<file path="config.mk">
export PLATFORM = sky130hd
export DESIGN_NAME = dce_channel
export DESIGN_NICKNAME = d
export VERILOG_FILES = /design/src/dce_pkg.sv /design/src/dce_apb_slave.sv /design/src/dce_trigger_match.sv /design/src/dce_channel.sv
export VERILOG_INCLUDE_DIRS = /design/src
export SDC_FILE = /design/constraint.sdc
export NUM_CORES = 1
export LEC_CHECK = 0
export ABC_AREA = 1
export CAP_MARGIN = 20
export CORE_MARGIN = 2
export CORE_UTILIZATION = 23
export CTS_CLUSTER_DIAMETER = 50
export DETAILED_ROUTE_END_ITERATION = 7
export DONT_BUFFER_PORTS = 1
export GPL_TIMING_DRIVEN = 1
export PLACE_DENSITY = 0.48
export SETUP_SLACK_MARGIN = 0.4
export SYNTH_ARGS = -nofsm -noshare
export SYNTH_HDL_FRONTEND = slang
export SYNTH_SLANG_ARGS = --single-unit
export TNS_END_PERCENT = 100
</file>
<file path="constraint.sdc">
create_clock -name clock -period 4.6 [get_ports clock]
set_clock_uncertainty 0.05 [all_clocks]
set_input_delay 0.23 -clock clock [delete_from_list [all_inputs] [get_ports clock]]
set_output_delay 0.23 -clock clock [all_outputs]
set_load 0.01 [all_outputs]
</file>
<file path="src/dce_regs.svh">
/*
 Register map, field positions, reset values and APB answer constants
 for the channel event control block.
 Assumes a 32-bit APB data path and byte addresses.
*/
`ifndef DCE_REGS_SVH
`define DCE_REGS_SVH

// ----------------------------------------
// Register offsets (byte addresses)
// ----------------------------------------
`define DCE_OFS_CTRL 12'h000
`define DCE_OFS_STAT 12'h004
`define DCE_OFS_ECON 12'h008
`define DCE_OFS_SSIZ 12'h00C
`define DCE_OFS_DSIZ 12'h010

// ----------------------------------------
// Event control fields
// ----------------------------------------
`define DCE_ABORT_SEL_HI 23
`define DCE_ABORT_SEL_LO 16
`define DCE_START_SEL_HI 15
`define DCE_START_SEL_LO 8
`define DCE_FORCE_BIT 7
`define DCE_SWABORT_BIT 6
`define DCE_PATTERN_ABORT_ENABLE_BIT 5
`define DCE_STARTEN_BIT 4
`define DCE_ABORTEN_BIT 3
`define DCE_ECON_RESET 32'h00FF_FF00
`define DCE_SEL_RESET 8'hFF

// ----------------------------------------
// Control, status and size fields
// ----------------------------------------
`define DCE_CHON_BIT 0
`define DCE_ACTIVE_BIT 1
`define DCE_AFLAG_BIT 0
`define DCE_SIZE_HI 15
`define DCE_SIZE_RESET 16'h0000
`define DCE_ZERO32 32'h0000_0000

`endif

</file>
<file path="src/dce_pkg.sv">
/*
 Types shared by the channel event control design.
 Assumes nothing beyond a SystemVerilog compiler.
*/
`default_nettype none

package dce_pkg;
   // ----------------------------------------
   // Channel transfer state, Gray coded
   // ----------------------------------------
   typedef enum logic [1:0]
   {
      DCE_IDLE = 2'h0,
      DCE_ACTIVE = 2'h1
   } dce_state_t;

   // ----------------------------------------
   // Register selector
   // ----------------------------------------
   typedef enum logic [2:0]
   {
      DCE_REG_NONE = 3'h0,
      DCE_REG_CTRL = 3'h1,
      DCE_REG_STAT = 3'h2,
      DCE_REG_ECON = 3'h3,
      DCE_REG_SSIZ = 3'h4,
      DCE_REG_DSIZ = 3'h5
   } dce_reg_t;
endpackage

`default_nettype wire

</file>
<file path="src/dce_apb_slave.sv">
/*
 APB slave front end: address decode, write strobe, registered read data
 and error answer for unmapped addresses.
 Assumes an APB master in the same clock domain; answers with no wait.
*/
`include "dce_regs.svh"
`timescale 1ns/1ps
`default_nettype none

module dce_apb_slave
#(
   parameter int ADDR_W = 12
)
(
   // Clock and reset
   input wire logic clock,
   input wire logic rst,
   // APB
   input wire logic psel,
   input wire logic penable,
   input wire logic pwrite,
   input wire logic [ADDR_W-1:0] paddr,
   output var logic [31:0] prdata,
   output logic pready,
   output logic pslverr,
   // Register side
   input wire logic [31:0] read_word,
   output dce_pkg::dce_reg_t reg_sel,
   output logic write_strobe
);
   // ----------------------------------------
   // Decode
   // ----------------------------------------
   wire logic [11:0] offset = 12'(paddr);
   wire logic setup_phase = psel & ~penable;
   wire logic mapped = (reg_sel != dce_pkg::DCE_REG_NONE);

   // Offset to register selector
   assign reg_sel =
      (offset == `DCE_OFS_CTRL) ? dce_pkg::DCE_REG_CTRL :
      (offset == `DCE_OFS_STAT) ? dce_pkg::DCE_REG_STAT :
      (offset == `DCE_OFS_ECON) ? dce_pkg::DCE_REG_ECON :
      (offset == `DCE_OFS_SSIZ) ? dce_pkg::DCE_REG_SSIZ :
      (offset == `DCE_OFS_DSIZ) ? dce_pkg::DCE_REG_DSIZ :
      dce_pkg::DCE_REG_NONE;

   // Zero wait answer, error on unmapped
   assign pready = 1'b1;
   assign pslverr = psel & penable & ~mapped;
   assign write_strobe = psel & penable & pwrite & mapped;

   // Read data captured in setup phase
   always_ff @(posedge clock or posedge rst)
   begin
      if (rst)
         prdata <= `DCE_ZERO32;
      else if (setup_phase)
         prdata <= (mapped & ~pwrite) ? read_word : `DCE_ZERO32;
   end

   // Elaboration check on address width
   if (ADDR_W < 5) begin : g_bad_addr
      $error("dce_apb_slave: ADDR_W too small for register map");
   end
endmodule

`default_nettype wire

</file>
<file path="src/dce_trigger_match.sv">
/*
 Compares an incoming interrupt event number against the start and abort
 selections every clock and resolves a same-cycle clash.
 Assumes at most one event number is presented per clock.
*/
`timescale 1ns/1ps
`default_nettype none

module dce_trigger_match
#(
   parameter int IRQ_W = 8
)
(
   // Event input
   input wire logic event_valid,
   input wire logic [IRQ_W-1:0] event_num,
   // Selections and enables
   input wire logic [IRQ_W-1:0] start_sel,
   input wire logic [IRQ_W-1:0] abort_sel,
   input wire logic start_en,
   input wire logic abort_en,
   // Results
   output logic start_hit,
   output logic abort_hit
);
   // ----------------------------------------
   // Compare
   // ----------------------------------------
   wire logic start_eq = event_valid & (event_num == start_sel);
   wire logic abort_eq = event_valid & (event_num == abort_sel);

   // Enabled matches, abort beats start
   assign abort_hit = abort_en & abort_eq;
   assign start_hit = start_en & start_eq & ~abort_hit;

   // Elaboration check on event width
   if (IRQ_W < 1 || IRQ_W > 8) begin : g_bad_irq
      $error("dce_trigger_match: IRQ_W must be 1 to 8");
   end
endmodule

`default_nettype wire

</file>
<file path="src/dce_channel.sv">
/*
 DMA channel event control: event control, source size and destination
 size registers, start and abort triggering from interrupt numbers,
 forced start, software abort and pattern-match abort.
 Assumes interrupt events and engine signals are synchronous to clock.
*/
`include "dce_regs.svh"
`timescale 1ns/1ps
`default_nettype none

module dce_channel
#(
   parameter int ADDR_W = 12,
   parameter int IRQ_W = 8,
   parameter int SIZE_W = 16
)
(
   // Clock and reset
   input wire logic clock,
   input wire logic rst,
   // APB slave
   input wire logic psel,
   input wire logic penable,
   input wire logic pwrite,
   input wire logic [ADDR_W-1:0] paddr,
   input wire logic [31:0] pwdata,
   output var logic [31:0] prdata,
   output logic pready,
   output logic pslverr,
   // Interrupt event lines
   input wire logic irq_event_valid,
   input wire logic [IRQ_W-1:0] irq_event_num,
   // Transfer engine
   input wire logic pattern_match,
   input wire logic xfer_done,
   output var logic start_cell,
   output var logic abort_xfer,
   output var logic xfer_active,
   output var logic [SIZE_W-1:0] source_byte_count,
   output var logic [SIZE_W-1:0] destination_byte_count,
   // Channel status
   output var logic channel_on,
   output var logic abort_interrupt_flag
);
   // ----------------------------------------
   // Declarations
   // ----------------------------------------
   dce_pkg::dce_state_t state;
   dce_pkg::dce_state_t next_state;
   dce_pkg::dce_reg_t reg_sel;
   logic write_strobe;
   logic [31:0] read_word;
   logic [IRQ_W-1:0] start_irq_select;
   logic [IRQ_W-1:0] abort_irq_select;
   logic pattern_abort_enable;
   logic start_trigger_enable;
   logic abort_trigger_enable;
   logic start_hit;
   logic abort_hit;

   // ----------------------------------------
   // Bus front end
   // ----------------------------------------
   dce_apb_slave #(.ADDR_W(ADDR_W)) u_apb
   (
      .clock(clock),
      .rst(rst),
      .psel(psel),
      .penable(penable),
      .pwrite(pwrite),
      .paddr(paddr),
      .prdata(prdata),
      .pready(pready),
      .pslverr(pslverr),
      .read_word(read_word),
      .reg_sel(reg_sel),
      .write_strobe(write_strobe)
   );

   // ----------------------------------------
   // Write decode
   // ----------------------------------------
   wire logic wr_ctrl = write_strobe & (reg_sel == dce_pkg::DCE_REG_CTRL);
   wire logic wr_stat = write_strobe & (reg_sel == dce_pkg::DCE_REG_STAT);
   wire logic wr_econ = write_strobe & (reg_sel == dce_pkg::DCE_REG_ECON);
   wire logic wr_ssiz = write_strobe & (reg_sel == dce_pkg::DCE_REG_SSIZ);
   wire logic wr_dsiz = write_strobe & (reg_sel == dce_pkg::DCE_REG_DSIZ);

   // Self-clearing command bits, act only in the write cycle
   wire logic force_transfer = wr_econ & pwdata[`DCE_FORCE_BIT];
   wire logic software_abort = wr_econ & pwdata[`DCE_SWABORT_BIT];

   // Clear of the abort flag, write one to clear
   wire logic aflag_clear = wr_stat & pwdata[`DCE_AFLAG_BIT];

   // ----------------------------------------
   // Trigger matching
   // ----------------------------------------
   dce_trigger_match #(.IRQ_W(IRQ_W)) u_match
   (
      .event_valid(irq_event_valid),
      .event_num(irq_event_num),
      .start_sel(start_irq_select),
      .abort_sel(abort_irq_select),
      .start_en(start_trigger_enable),
      .abort_en(abort_trigger_enable),
      .start_hit(start_hit),
      .abort_hit(abort_hit)
   );

   // ----------------------------------------
   // Event resolution
   // ----------------------------------------
   // Interrupt triggers only act on an enabled channel
   wire logic irq_abort = channel_on & abort_hit;
   wire logic irq_start = channel_on & start_hit;

   // Pattern match acts only when its enable is set
   wire logic pat_abort = pattern_abort_enable & pattern_match;

   // Any abort source
   wire logic any_abort = irq_abort | software_abort | pat_abort;

   // Start sources, suppressed by any abort in the same cycle
   wire logic any_start = (irq_start | force_transfer) & ~any_abort;

   // ----------------------------------------
   // Transfer state
   // ----------------------------------------
   // Next state of the channel transfer
   always_comb
   begin
      next_state = state;
      unique case (state)
         dce_pkg::DCE_IDLE:
         begin
            if (any_start)
               next_state = dce_pkg::DCE_ACTIVE;
         end
         dce_pkg::DCE_ACTIVE:
         begin
            if (any_abort)
               next_state = dce_pkg::DCE_IDLE;
            else if (xfer_done & ~any_start)
               next_state = dce_pkg::DCE_IDLE;
         end
         default:
            next_state = dce_pkg::DCE_IDLE;
      endcase
   end

   // State register
   always_ff @(posedge clock or posedge rst)
   begin
      if (rst)
         state <= dce_pkg::DCE_IDLE;
      else
         state <= next_state;
   end

   assign xfer_active = (state == dce_pkg::DCE_ACTIVE);

   // ----------------------------------------
   // Engine command pulses
   // ----------------------------------------
   // One-cycle start and abort requests to the engine
   always_ff @(posedge clock or posedge rst)
   begin
      if (rst)
      begin
         start_cell <= 1'b0;
         abort_xfer <= 1'b0;
      end
      else
      begin
         start_cell <= any_start;
         abort_xfer <= any_abort & xfer_active;
      end
   end

   // ----------------------------------------
   // Channel on and abort flag
   // ----------------------------------------
   // Pattern abort clears channel on, over a software write
   always_ff @(posedge clock or posedge rst)
   begin
      if (rst)
         channel_on <= 1'b0;
      else if (pat_abort)
         channel_on <= 1'b0;
      else if (wr_ctrl)
         channel_on <= pwdata[`DCE_CHON_BIT];
   end

   // Abort flag, set beats clear
   always_ff @(posedge clock or posedge rst)
   begin
      if (rst)
         abort_interrupt_flag <= 1'b0;
      else if (irq_abort)
         abort_interrupt_flag <= 1'b1;
      else if (aflag_clear)
         abort_interrupt_flag <= 1'b0;
   end

   // ----------------------------------------
   // Event control fields
   // ----------------------------------------
   // Selections reset to all ones
   always_ff @(posedge clock or posedge rst)
   begin
      if (rst)
      begin
         start_irq_select <= IRQ_W'(`DCE_SEL_RESET);
         abort_irq_select <= IRQ_W'(`DCE_SEL_RESET);
      end
      else if (wr_econ)
      begin
         start_irq_select <= pwdata[`DCE_START_SEL_LO +: IRQ_W];
         abort_irq_select <= pwdata[`DCE_ABORT_SEL_LO +: IRQ_W];
      end
   end

   // Enable bits
   always_ff @(posedge clock or posedge rst)
   begin
      if (rst)
      begin
         pattern_abort_enable <= 1'b0;
         start_trigger_enable <= 1'b0;
         abort_trigger_enable <= 1'b0;
      end
      else if (wr_econ)
      begin
         pattern_abort_enable <= pwdata[`DCE_PATTERN_ABORT_ENABLE_BIT];
         start_trigger_enable <= pwdata[`DCE_STARTEN_BIT];
         abort_trigger_enable <= pwdata[`DCE_ABORTEN_BIT];
      end
   end

   // ----------------------------------------
   // Size registers
   // ----------------------------------------
   // Source and destination byte counts
   always_ff @(posedge clock or posedge rst)
   begin
      if (rst)
      begin
         source_byte_count <= SIZE_W'(`DCE_SIZE_RESET);
         destination_byte_count <= SIZE_W'(`DCE_SIZE_RESET);
      end
      else
      begin
         if (wr_ssiz)
            source_byte_count <= pwdata[SIZE_W-1:0];
         if (wr_dsiz)
            destination_byte_count <= pwdata[SIZE_W-1:0];
      end
   end

   // ----------------------------------------
   // Read back
   // ----------------------------------------
   // Event control image; command bits and unused bits read zero
   logic [31:0] econ_word;
   always_comb
   begin
      econ_word = `DCE_ZERO32;
      econ_word[`DCE_ABORT_SEL_LO +: IRQ_W] = abort_irq_select;
      econ_word[`DCE_START_SEL_LO +: IRQ_W] = start_irq_select;
      econ_word[`DCE_PATTERN_ABORT_ENABLE_BIT] = pattern_abort_enable;
      econ_word[`DCE_STARTEN_BIT] = start_trigger_enable;
      econ_word[`DCE_ABORTEN_BIT] = abort_trigger_enable;
   end

   // Control and status images
   logic [31:0] ctrl_word;
   logic [31:0] stat_word;
   always_comb
   begin
      ctrl_word = `DCE_ZERO32;
      ctrl_word[`DCE_CHON_BIT] = channel_on;
      ctrl_word[`DCE_ACTIVE_BIT] = xfer_active;
      stat_word = `DCE_ZERO32;
      stat_word[`DCE_AFLAG_BIT] = abort_interrupt_flag;
   end

   // Size images, upper half zero
   wire logic [31:0] ssiz_word = {{(32-SIZE_W){1'b0}}, source_byte_count};
   wire logic [31:0] dsiz_word = {{(32-SIZE_W){1'b0}}, destination_byte_count};

   // Read selection
   assign read_word =
      (reg_sel == dce_pkg::DCE_REG_CTRL) ? ctrl_word :
      (reg_sel == dce_pkg::DCE_REG_STAT) ? stat_word :
      (reg_sel == dce_pkg::DCE_REG_ECON) ? econ_word :
      (reg_sel == dce_pkg::DCE_REG_SSIZ) ? ssiz_word :
      (reg_sel == dce_pkg::DCE_REG_DSIZ) ? dsiz_word :
      `DCE_ZERO32;

   // ----------------------------------------
   // Elaboration checks
   // ----------------------------------------
   if (IRQ_W != 8) begin : g_bad_irq
      $error("dce_channel: selection fields are 8 bits wide");
   end
   if (SIZE_W != 16) begin : g_bad_size
      $error("dce_channel: size fields are 16 bits wide");
   end
endmodule

`default_nettype wire

</file>
==> summary.txt, run 1 <==
CTS
  – Clk root buf: clkbuf_16
  – Num Clock Sinks: 80
  – CTS resizes: 0
  – Post-CTS setup buffer count: 0
  – Clock Latency Late Sink: ~0.35 ns
  – CTS tree: built
  – Total CTS buffers: 9
  – H-tree levels: 3
  – Clk buf depth: 2
  – Clock-pin transition on the worst setup and hold timing paths: 0.06 ns
  – Hold_buf cts: 11

Place
  – Port-buffer cells: 0
  – Placer congestion estimate: 0.8006
  – Dpl hpwl: 9.493 mm

Run status
  – Status: complete, no violations

Power and ir drop
  – Design Power: 1.622 mW
  – Pwr/cell area: roughly 340 nW/um^2
  – Net Sw Power: 0.3518 mW
  – Internal power: 1.270 mW
  – Sequential power share: between 40% and 50%
  – Pleak: about 2.3 nW
  – Switching Fraction: 21.69%
  – Clock network power share: 52.3%
  – Gate power share: 4.2%
  – Max VDD drop: around 0.12 mV

Floorplanning
  – Site row count: 49
  – Core box area: about 18000 um^2
  – Full die area: 19150 um^2
  – Die height: approximately 140 um
  – Starting Density: 23.28%
  – Die Wd: 138.4 um
  – IO Pins: 131

Synth
  – Post-Synthesis Cells: 501
  – Mean Syn Cell Area: 8.289 um^2
  – Post-synthesis sequential area ratio: 48.69%
  – Top cells by area in the synthesized netlist: dfrtp_1 (39%), nand2_1 (12%), dfstp_2 (10%)
  – Synth cell types: 32
  – Ys Warns: 0
  – Synth area leader: dfrtp_1
  – Synthesized area: 4153 um^2
  – Top cell type's share of synthesized area: 38.57%
  – Seq cells post-synth: 80

Setup path
  – Crit-path max FO: 27
  – Critical path required time: 4.83 ns
  – CP max stage cell: nand4_2
  – Critical path type: primary input to register
  – Crit path capture type: register
  – CP arrival: roughly 2.1 ns
  – Worst-path cell chain: inv_1 > nor2_2 > nand4_2 > inv_2 > nand2_1 > nand3_1 > nand2_1 > inv_1
  – Startpoint Class: primary input
  – CP peak stage delay: 0.60 ns

GRT
  – Gr ovfl total: 0
  – Initial antenna violation count: 0
  – First-pass GRT wire length: 19.34 mm
  – Largest net degree at the start of global routing: 44
  – Tot GR Track Use: 13.04%
  – Vias in the first global route: 3205

STA
  – # setup viols final: 0
  – Max-Slew Margin vs Limit: 43.24%
  – RSZ-0062 raised after global routing: no
  – Final worst path period need: 1.914 ns
  – Peak Freq: roughly 520 MHz
  – Final Hold Viols: 0
  – Pins over their slew limit: 0
  – Slew @ Worst Pin: 0.8504 ns
  – Final Cycle Share: 41.60%
  – Setup TNS: 0 ns

Detailed routing
  – Wirelength per Cell: 16.30 um
  – Via count: 3193
  – Number of remaining DRC errors: 0
  – Final wirelength: roughly 12 mm
  – Via/cell ratio: ~4.3
  – First-pass DRT Iterations: 4
  – Antenna-violating nets left: 0
  – Iteration-0 DRC Markers: 146

Finish
  – Area grow syn2layout: 15.19%
  – Multi-input logic area: 1797 um^2
  – Layout cells sized above 1: 17.65%
  – Inserted Diodes: 0
  – Reg area: 2022 um^2
  – Fin nets: ~570
  – # fillers: 1895

Flow run
  – Max Cap Viol: 0

Hold path
  – Hold Crit Class: primary input to register
[layout make-up]
class / count / area share (%)
Sequential cell: 80 / 42.27
Clock inverter: 6 / 2.433
Multi-Input combinational cell: 352 / 37.56
Clock buffer: 10 / 4.996
Tap cell: 229 / 5.990
Timing Repair Buffer: 14 / 2.930
Inverter: 48 / 3.819
[cell usage after synthesis (all sizes together)]
library cell	n
nor3	4
inv	47
nand3b	1
buf	17
clkinv	1
nand4	14
xnor2	6
o21ai	60
nand3	67
nand2	151
conb	2
dfrtp	64
xor2	2
o211ai	1
and3	1
nor2	33
a21oi	3
clkbuf	11
dfstp	16
[power groups by stage]
stage / clock network [mW] / registers, mW / logic [mW]
finish: 0.848 / 0.706 / 0.0681
global route: 0.898 / 0.705 / 0.0771
CTS: 0.873 / 0.706 / 0.0703
detailed placement: 0 / 0.718 / 0.0621
global placement: 0 / 0.718 / 0.0602
floorplan: 0 / 0.718 / 0.0550
[sequential cells by signal, summed over array words and instances (netlist names)]
name,count
abort_trigger_enable,1
state,1
u_apb.prdata,24
channel_on,1
start_cell,1
abort_interrupt_flag,1
source_byte_count,16
destination_byte_count,16
start_trigger_enable,1
pattern_abort_enable,1
abort_xfer,1
start_irq_select,8
abort_irq_select,8
[path summary, 6_finish.rpt]
path	from	endpoint	slack [ns]	cells after the start
max	pwrite	abort_xfer$_DFF_PP0_	2.69	8
min	pwdata[1]	source_byte_count[1]$_DFFE_PP0P_	0.009	2
max reg2reg	abort_irq_select[0]$_DFFE_PP1N_	abort_xfer$_DFF_PP0_	3.07	10
min reg2reg	abort_irq_select[6]$_DFFE_PP1N_	abort_irq_select[6]$_DFFE_PP1N_	0.44	2
max in group asynchronous	rst	start_irq_select[6]$_DFFE_PP1N_	3.10	3
min in group asynchronous	rst	u_apb.prdata[20]$_DFFE_PP0P_	0.37	2
[placed cells by master, fill, tap and decap left out, drive strengths merged, types with 10 or more instances in the layout]
cell type / count
nand2: 151
nor2: 33
o21ai: 60
dfrtp: 64
inv: 46
nand3: 67
clkbuf: 10
nand4: 14
dlygate4sd3: 11
dfstp: 16
[logic make-up (layout without fill, tap and decap cells)]
logic type	Yosys count	after routing	share of synthesized area [%]
simple gates	271	271	31.43
flops	80	80	48.69
buf+inv	76	78	8.677
compound gates	64	64	9.340
xor+xnor	8	8	1.687
other cells	2	9	0.1808
[metrics by stage]
step	hold slack, ns	util (%)	area [um^2]	worst slack, ns	std cells
global route	0.007205	26.81	4783	2.406	739
floorplan	0.2700	-	4179	2.295	508
detailed placement	0.1842	24.12	4303	2.313	711
finish	0.009485	26.81	4783	2.686	739
global placement	0.1766	24.12	4303	2.304	711
CTS	0.002501	26.73	4768	2.648	738
[worst max-delay path, delay by kind of cell]
family                 cells  cell delay (ns)
and+or+nand+nor            5             1.22
buffers and inverters      3             0.68
[layer usage]
layer | vias to the layer above | GRT usage, % | routed length, um
li1 | 1615 | - | -
met1 | 1475 | 16.76 | 5375
met2 | 92 | 19.15 | 5237
met3 | 11 | 6.373 | 1221
met4 | 0 | 4.404 | 208
met5 | - | 0 | 0
No activity file was read; power rests on OpenSTA's default activity.
==> run 2, diff against run 1 <==
Settings changed: PLACE_DENSITY 0.48 to 0.49.
Clock period 4.6 ns to 1.74 ns, I/O delays scaled along.
==> run 2 against run 1 <==
Effect of this change:
- setup slack got worse by 2.4 ns
- clock-buffer cell count fell by 1
- register-to-register slack got worse by 2.8 ns
- final cell count rose by 4.6%
- largest cell class unchanged
==> summary.txt, run 2 (synthesis results as in run 1) <==
Setup path
  – Crit path capture type: register
  – Critical path type: register to register
  – CP arrival: 1.65 ns
  – Critical R2R Launch: abort_irq_select[7]$_DFFE_PP1N_
  – R2R depth: 9
  – Critical path required time: 1.92 ns
  – Crit-path max FO: 2
  – Worst reg2reg setup slack: around 0.27 ns
  – Startpoint Class: register
  – R2r endpoint: state[0]$_DFFE_PP0P_

GRT
  – M3 GR Usage: 5.404%
  – Vias in the first global route: 3462
  – First-pass GRT wire length: 19.82 mm
  – GR Layer Usage met2: 20.79%
  – Largest net degree at the start of global routing: 65
  – Grt met1 use: 16.75%
  – Gr ovfl total: 0
  – Tot GR Track Use: 13.31%
  – Top Usage Layer GRT: met2
  – Initial antenna violation count: 0

Flow run
  – Max Cap Viol: 0

Detailed routing
  – Antenna-violating nets left: 0
  – First-pass DRT Iterations: 6
  – Wirelength per Cell: 15.90 um
  – Iteration-0 DRC Markers: 262
  – Via count: 3405
  – Final wirelength: 12.29 mm
  – Number of remaining DRC errors: 0
  – Via/cell ratio: between 4 and 5

Power and ir drop
  – Internal power: 2.951 mW
  – Sequential power share: 47.0%
  – Net Sw Power: 1.017 mW
  – Clock network power share: 47.3%
  – Pwr/cell area: 786.3 nW/um^2
  – Gate power share: 5.7%
  – Pleak: ~2.4 nW
  – Switching Fraction: 25.64%
  – Max VDD drop: 0.3969 mV
  – Design Power: 3.968 mW

Place
  – Port-buffer cells: 0
  – DP Worst Slack: around 0.20 ns
  – Placer congestion estimate: 0.8003
  – Dpl hpwl: between 9 and 10 mm

CTS
  – H-tree levels: 3
  – Clock Latency Late Sink: roughly 0.35 ns
  – Num Clock Sinks: 80
  – Clk root buf: clkbuf_16
  – Clk buf depth: 2
  – CTS tree: built
  – Total CTS buffers: 9
  – Clock-pin transition on the worst setup and hold timing paths: ~0.070 ns

Floorplanning
  – Core box area: 17840 um^2
  – Die Wd: 138.4 um
  – IO Pins: 131
  – Site row count: 49
  – Starting Density: between 20% and 30%
  – Full die area: between 15000 and 20000 um^2
  – Die height: 138.4 um

Finish
  – Biggest register: u_apb.prdata
  – Largest register FFs: 24
  – Layout cells sized above 1: 20.77%
  – Commonest cells after routing, fill and taps aside: nand2_1 (132), nand3_1 (64), dfrtp_1 (64)
  – Top flop regs: u_apb.prdata: 24 flops, destination_byte_count: 16 flops, source_byte_count: 16 flops
  – Area grow syn2layout: 21.51%
  – Inserted Diodes: 0
  – Most common cell after layout, fill and taps aside: nand2_1
  – # fillers: 1896
  – Fin nets: 599

STA
  – Final Worst Setup Slack: roughly 0.27 ns
  – Setup TNS: 0 ns
  – Final Hold Viols: 0
  – RSZ-0062 raised after global routing: yes
  – Peak Freq: roughly 680 MHz
  – Post-Route Hold Slack: roughly 0.032 ns
  – Pins over their slew limit: 0
  – Final Cycle Share: 84.44%
  – # setup viols final: 0
  – Final worst path period need: ~1.5 ns

Run status
  – Status: complete, no violations

Hold path
  – Worst hold path depth: 4
  – Hold Crit Class: primary input to register
  – Hold path endpoint: u_apb.prdata[2]$_DFFE_PP0P_
  – Min-delay src: paddr[3]
run 2: cell types whose count changed in the layout (fill, tap and decap cells not counted), sizes merged:
cell / change
dlygate4sd3: +17
clkbuf: -1
clkinv: -4
inv: +6
bufinv: -3
clkinvlp: +2
buf: +17
run 2: what timing repair did:
item,4_1_cts,5_1_grt
endpoints found under the setup margin,4,4
gates resized for setup,5,3
hold buffers,28,0
buffers inserted,4,1
pin swaps,1,4
gates cloned,0,0
hold endpoints to repair,132,0
run 2: worst max path at each step:
stage | startpoint | end | slack (ns) | depth (start not counted)
after detailed placement | abort_irq_select[7]$_DFFE_PP1N_ | start_cell$_DFF_PP0_ | 0.20 | 9
final | abort_irq_select[7]$_DFFE_PP1N_ | state[0]$_DFFE_PP0P_ | 0.27 | 9
after floorplan | abort_irq_select[7]$_DFFE_PP1N_ | state[0]$_DFFE_PP0P_ | 0.43 | 9
after global routing | abort_irq_select[7]$_DFFE_PP1N_ | state[0]$_DFFE_PP0P_ | 0.14 | 9
after global placement | abort_irq_select[7]$_DFFE_PP1N_ | start_cell$_DFF_PP0_ | 0.22 | 9
after CTS | abort_irq_select[7]$_DFFE_PP1N_ | state[0]$_DFFE_PP0P_ | 0.28 | 9
run 2: power by group through the flow:
stage                     Sequential, mW  Clock, mW  Combinational [mW]
final                               1.86       1.88               0.227
after global routing                1.86       2.01               0.256
after CTS                           1.86       1.94               0.234
after detailed placement            1.90          0               0.177
after global placement              1.90          0               0.173
after floorplan                     1.90          0               0.146
run 2: per-layer routing:
layer,part of all wire (%),up-vias
li1,-,1691
met1,44,1605
met2,46,95
met3,8.6,14
met4,1.4,0
met5,0,-
run 2: critical path, stage by stage, from the launching register on:
cell     delay [ns]
dfstp_2        0.54
inv_2          0.04
nand2_1        0.04
o21ai_1        0.06
nor2_1         0.10
nand3_1        0.10
nor2_2         0.16
nor2_1         0.06
nor2_1         0.12
a21oi_1        0.08
run 2: cell type report:
class	count	area, um^2	area share, %
Inverter	48	185.2	3.670
Multi-Input combinational cell	352	1807	35.80
Tap cell	229	286.5	5.678
Sequential cell	80	2022	40.07
Clock buffer	9	225.2	4.463
Clock inverter	7	65.06	1.289
Timing Repair Buffer	48	455.4	9.026
run 2: metrics by stage:
stage	util, %	cells	area (um^2)
after floorplan	-	508	4183
after global placement	24.82	724	4428
after detailed placement	24.82	724	4428
after CTS	28.23	772	5036
after global routing	28.28	773	5046
final	28.28	773	5046
==> run 3, diff against run 2 <==
Clock period 1.74 ns to 1.3 ns, I/O delays scaled along.
==> run 3 against run 2 <==
Effect of this change:
- the flow now finishes with violations (negative setup slack)
- core utilization grew 8.2 points
- hold slack got worse by 0.010 ns
- final cell count grew 6.9%
- die area stayed put
- clock-buffer cell count rose by 2
- critical endpoint is now abort_xfer$_DFF_PP0_
- highest routed layer unchanged
==> summary.txt, run 3 (synthesis results as in run 1) <==
Run status
  – Status: complete, but fails checks
  – Failing checks: negative setup slack

Finish
  – Fin nets: around 650
  – Layout cells sized above 1: 49.41%
  – Inserted Diodes: 0
  – Top flop regs: u_apb.prdata: 24 flops, destination_byte_count: 16 flops, source_byte_count: 16 flops
  – Largest register FFs: 24
  – # fillers: 1749
  – Area grow syn2layout: 56.61%
  – Biggest register: u_apb.prdata
  – Commonest cells after routing, fill and taps aside: nand2_1 (93), inv_1 (38), nand2_4 (35), dfrtp_1 (35), nand3_1 (33)
  – Most common cell after layout, fill and taps aside: nand2_1
  – Finished Core Util: 36.45%

Floorplanning
  – Die height: around 140 um
  – Die Wd: 138.4 um
  – Starting Density: 23.28%
  – Full die area: 19150 um^2
  – Site row count: 49
  – Core box area: 17840 um^2
  – IO Pins: about 130

CTS
  – Num Clock Sinks: 80
  – Clock-pin transition on the worst setup and hold timing paths: approximately 0.060 ns
  – H-tree levels: 3
  – Total CTS buffers: 9
  – CTS tree: built
  – Clock Latency Late Sink: between 0.3 and 0.4 ns
  – Clk root buf: clkbuf_16
  – Clk buf depth: 2

GRT
  – GR Layer Usage met2: between 20% and 30%
  – Initial antenna violation count: 0
  – Top Usage Layer GRT: met2
  – Largest net degree at the start of global routing: between 80 and 90
  – Gr ovfl total: 0
  – Tot GR Track Use: between 10% and 20%
  – Vias in the first global route: 3770
  – Grt met1 use: 19.29%
  – M3 GR Usage: 5.161%
  – First-pass GRT wire length: 22.14 mm

Setup path
  – Critical path type: register to register
  – Critical path required time: 1.49 ns
  – Crit path capture type: register
  – Crit-path max FO: 3
  – CP arrival: 1.63 ns
  – Startpoint Class: register

Place
  – Placer congestion estimate: approximately 0.8
  – Port-buffer cells: 0
  – Dpl hpwl: 9.816 mm
  – DP Worst Slack: -0.1897 ns

STA
  – Final Worst Setup Slack: -0.1447 ns
  – # setup viols final: 4
  – Peak Freq: 692.2 MHz
  – RSZ-0062 raised after global routing: yes
  – Final Cycle Share: 111.1%
  – Pins over their slew limit: 0
  – Post-Route Hold Slack: 0.02240 ns
  – Setup TNS: -0.4242 ns
  – Final Hold Viols: 0
  – Final worst path period need: between 1 and 1.5 ns

Detailed routing
  – Iteration-0 DRC Markers: 229
  – Antenna-violating nets left: 0
  – First-pass DRT Iterations: 4
  – Wirelength per Cell: between 15 and 20 um
  – Final wirelength: 14.37 mm
  – Number of remaining DRC errors: 0
  – Via count: 3759
  – Via/cell ratio: 4.551

Power and ir drop
  – Pwr/cell area: 835.5 nW/um^2
  – Max VDD drop: about 0.56 mV
  – Design Power: 5.434 mW
  – Pleak: 3.046 nW

Flow run
  – Max Cap Viol: 0

Hold path
  – Hold Crit Class: primary input to register
[run 3: critical path: stages, from the launching register on]
cell and delay, ns:
dfstp_2 0.54, inv_2 0.04, buf_4 0.13, o21ai_2 0.10, nor2_1 0.05, nand3_1 0.10, nor2_2 0.06, nand2_1 0.09
nand3_2 0.09, nand2_1 0.07, inv_1 0.04
[run 3: final cells by class]
class	count	area, um^2	area share (%)
Multi-Input combinational cell	352	2436	37.46
Timing Repair Buffer	101	1231	18.93
Clock inverter	5	57.56	0.8850
Sequential cell	80	2058	31.65
Clock buffer	11	242.7	3.732
Tap cell	229	286.5	4.406
Inverter	48	191.4	2.943
[run 3: through the flow]
| step | instances | cell area [um^2] |
|---|---|---|
| after floorplan | 508 | 4328 |
| after global placement | 749 | 4808 |
| after detailed placement | 749 | 4808 |
| after CTS | 812 | 6073 |
| after global routing | 826 | 6504 |
| final | 826 | 6504 |
[run 3: where the power goes]
group / internal, mW / switching, mW / leakage, nW / total, mW
sequential: 2.49 / 0.00220 / 1.01 / 2.50
clock: 1.54 / 1.03 / 0.149 / 2.57
combinational: 0.136 / 0.233 / 1.88 / 0.369
[run 3: final timing paths]
path	cells after the start	start	end	slack (ns)
setup / recovery	10	abort_irq_select[5]$_DFFE_PP1N_	abort_xfer$_DFF_PP0_	-0.14
hold / removal	5	irq_event_num[4]	abort_interrupt_flag$_DFFE_PP0P_	0.02
setup reg to reg	10	abort_irq_select[5]$_DFFE_PP1N_	abort_xfer$_DFF_PP0_	-0.14
hold reg to reg	2	abort_irq_select[7]$_DFFE_PP1N_	abort_irq_select[7]$_DFFE_PP1N_	0.43
max in group asynchronous	3	rst	source_byte_count[7]$_DFFE_PP0P_	0.54
min in group asynchronous	3	rst	u_apb.prdata[2]$_DFFE_PP0P_	0.26
[run 3: layer usage]
layer | vias up | part of all wire (%)
met5 | - | 0
met2 | 125 | 48
li1 | 1807 | -
met1 | 1807 | 43
met3 | 20 | 7.3
met4 | 0 | 2.1
[run 3: timing repair]
| action | 4_1_cts | 5_1_grt |
|---|---|---|
| cloned | 5 | 3 |
| pin swaps | 62 | 42 |
| setup buffers | 15 | 10 |
| hold buffers | 27 | 1 |
| resized for setup | 141 | 72 |
| endpoints found under the setup margin | 87 | 108 |
| hold endpoints to repair | 128 | 2 |
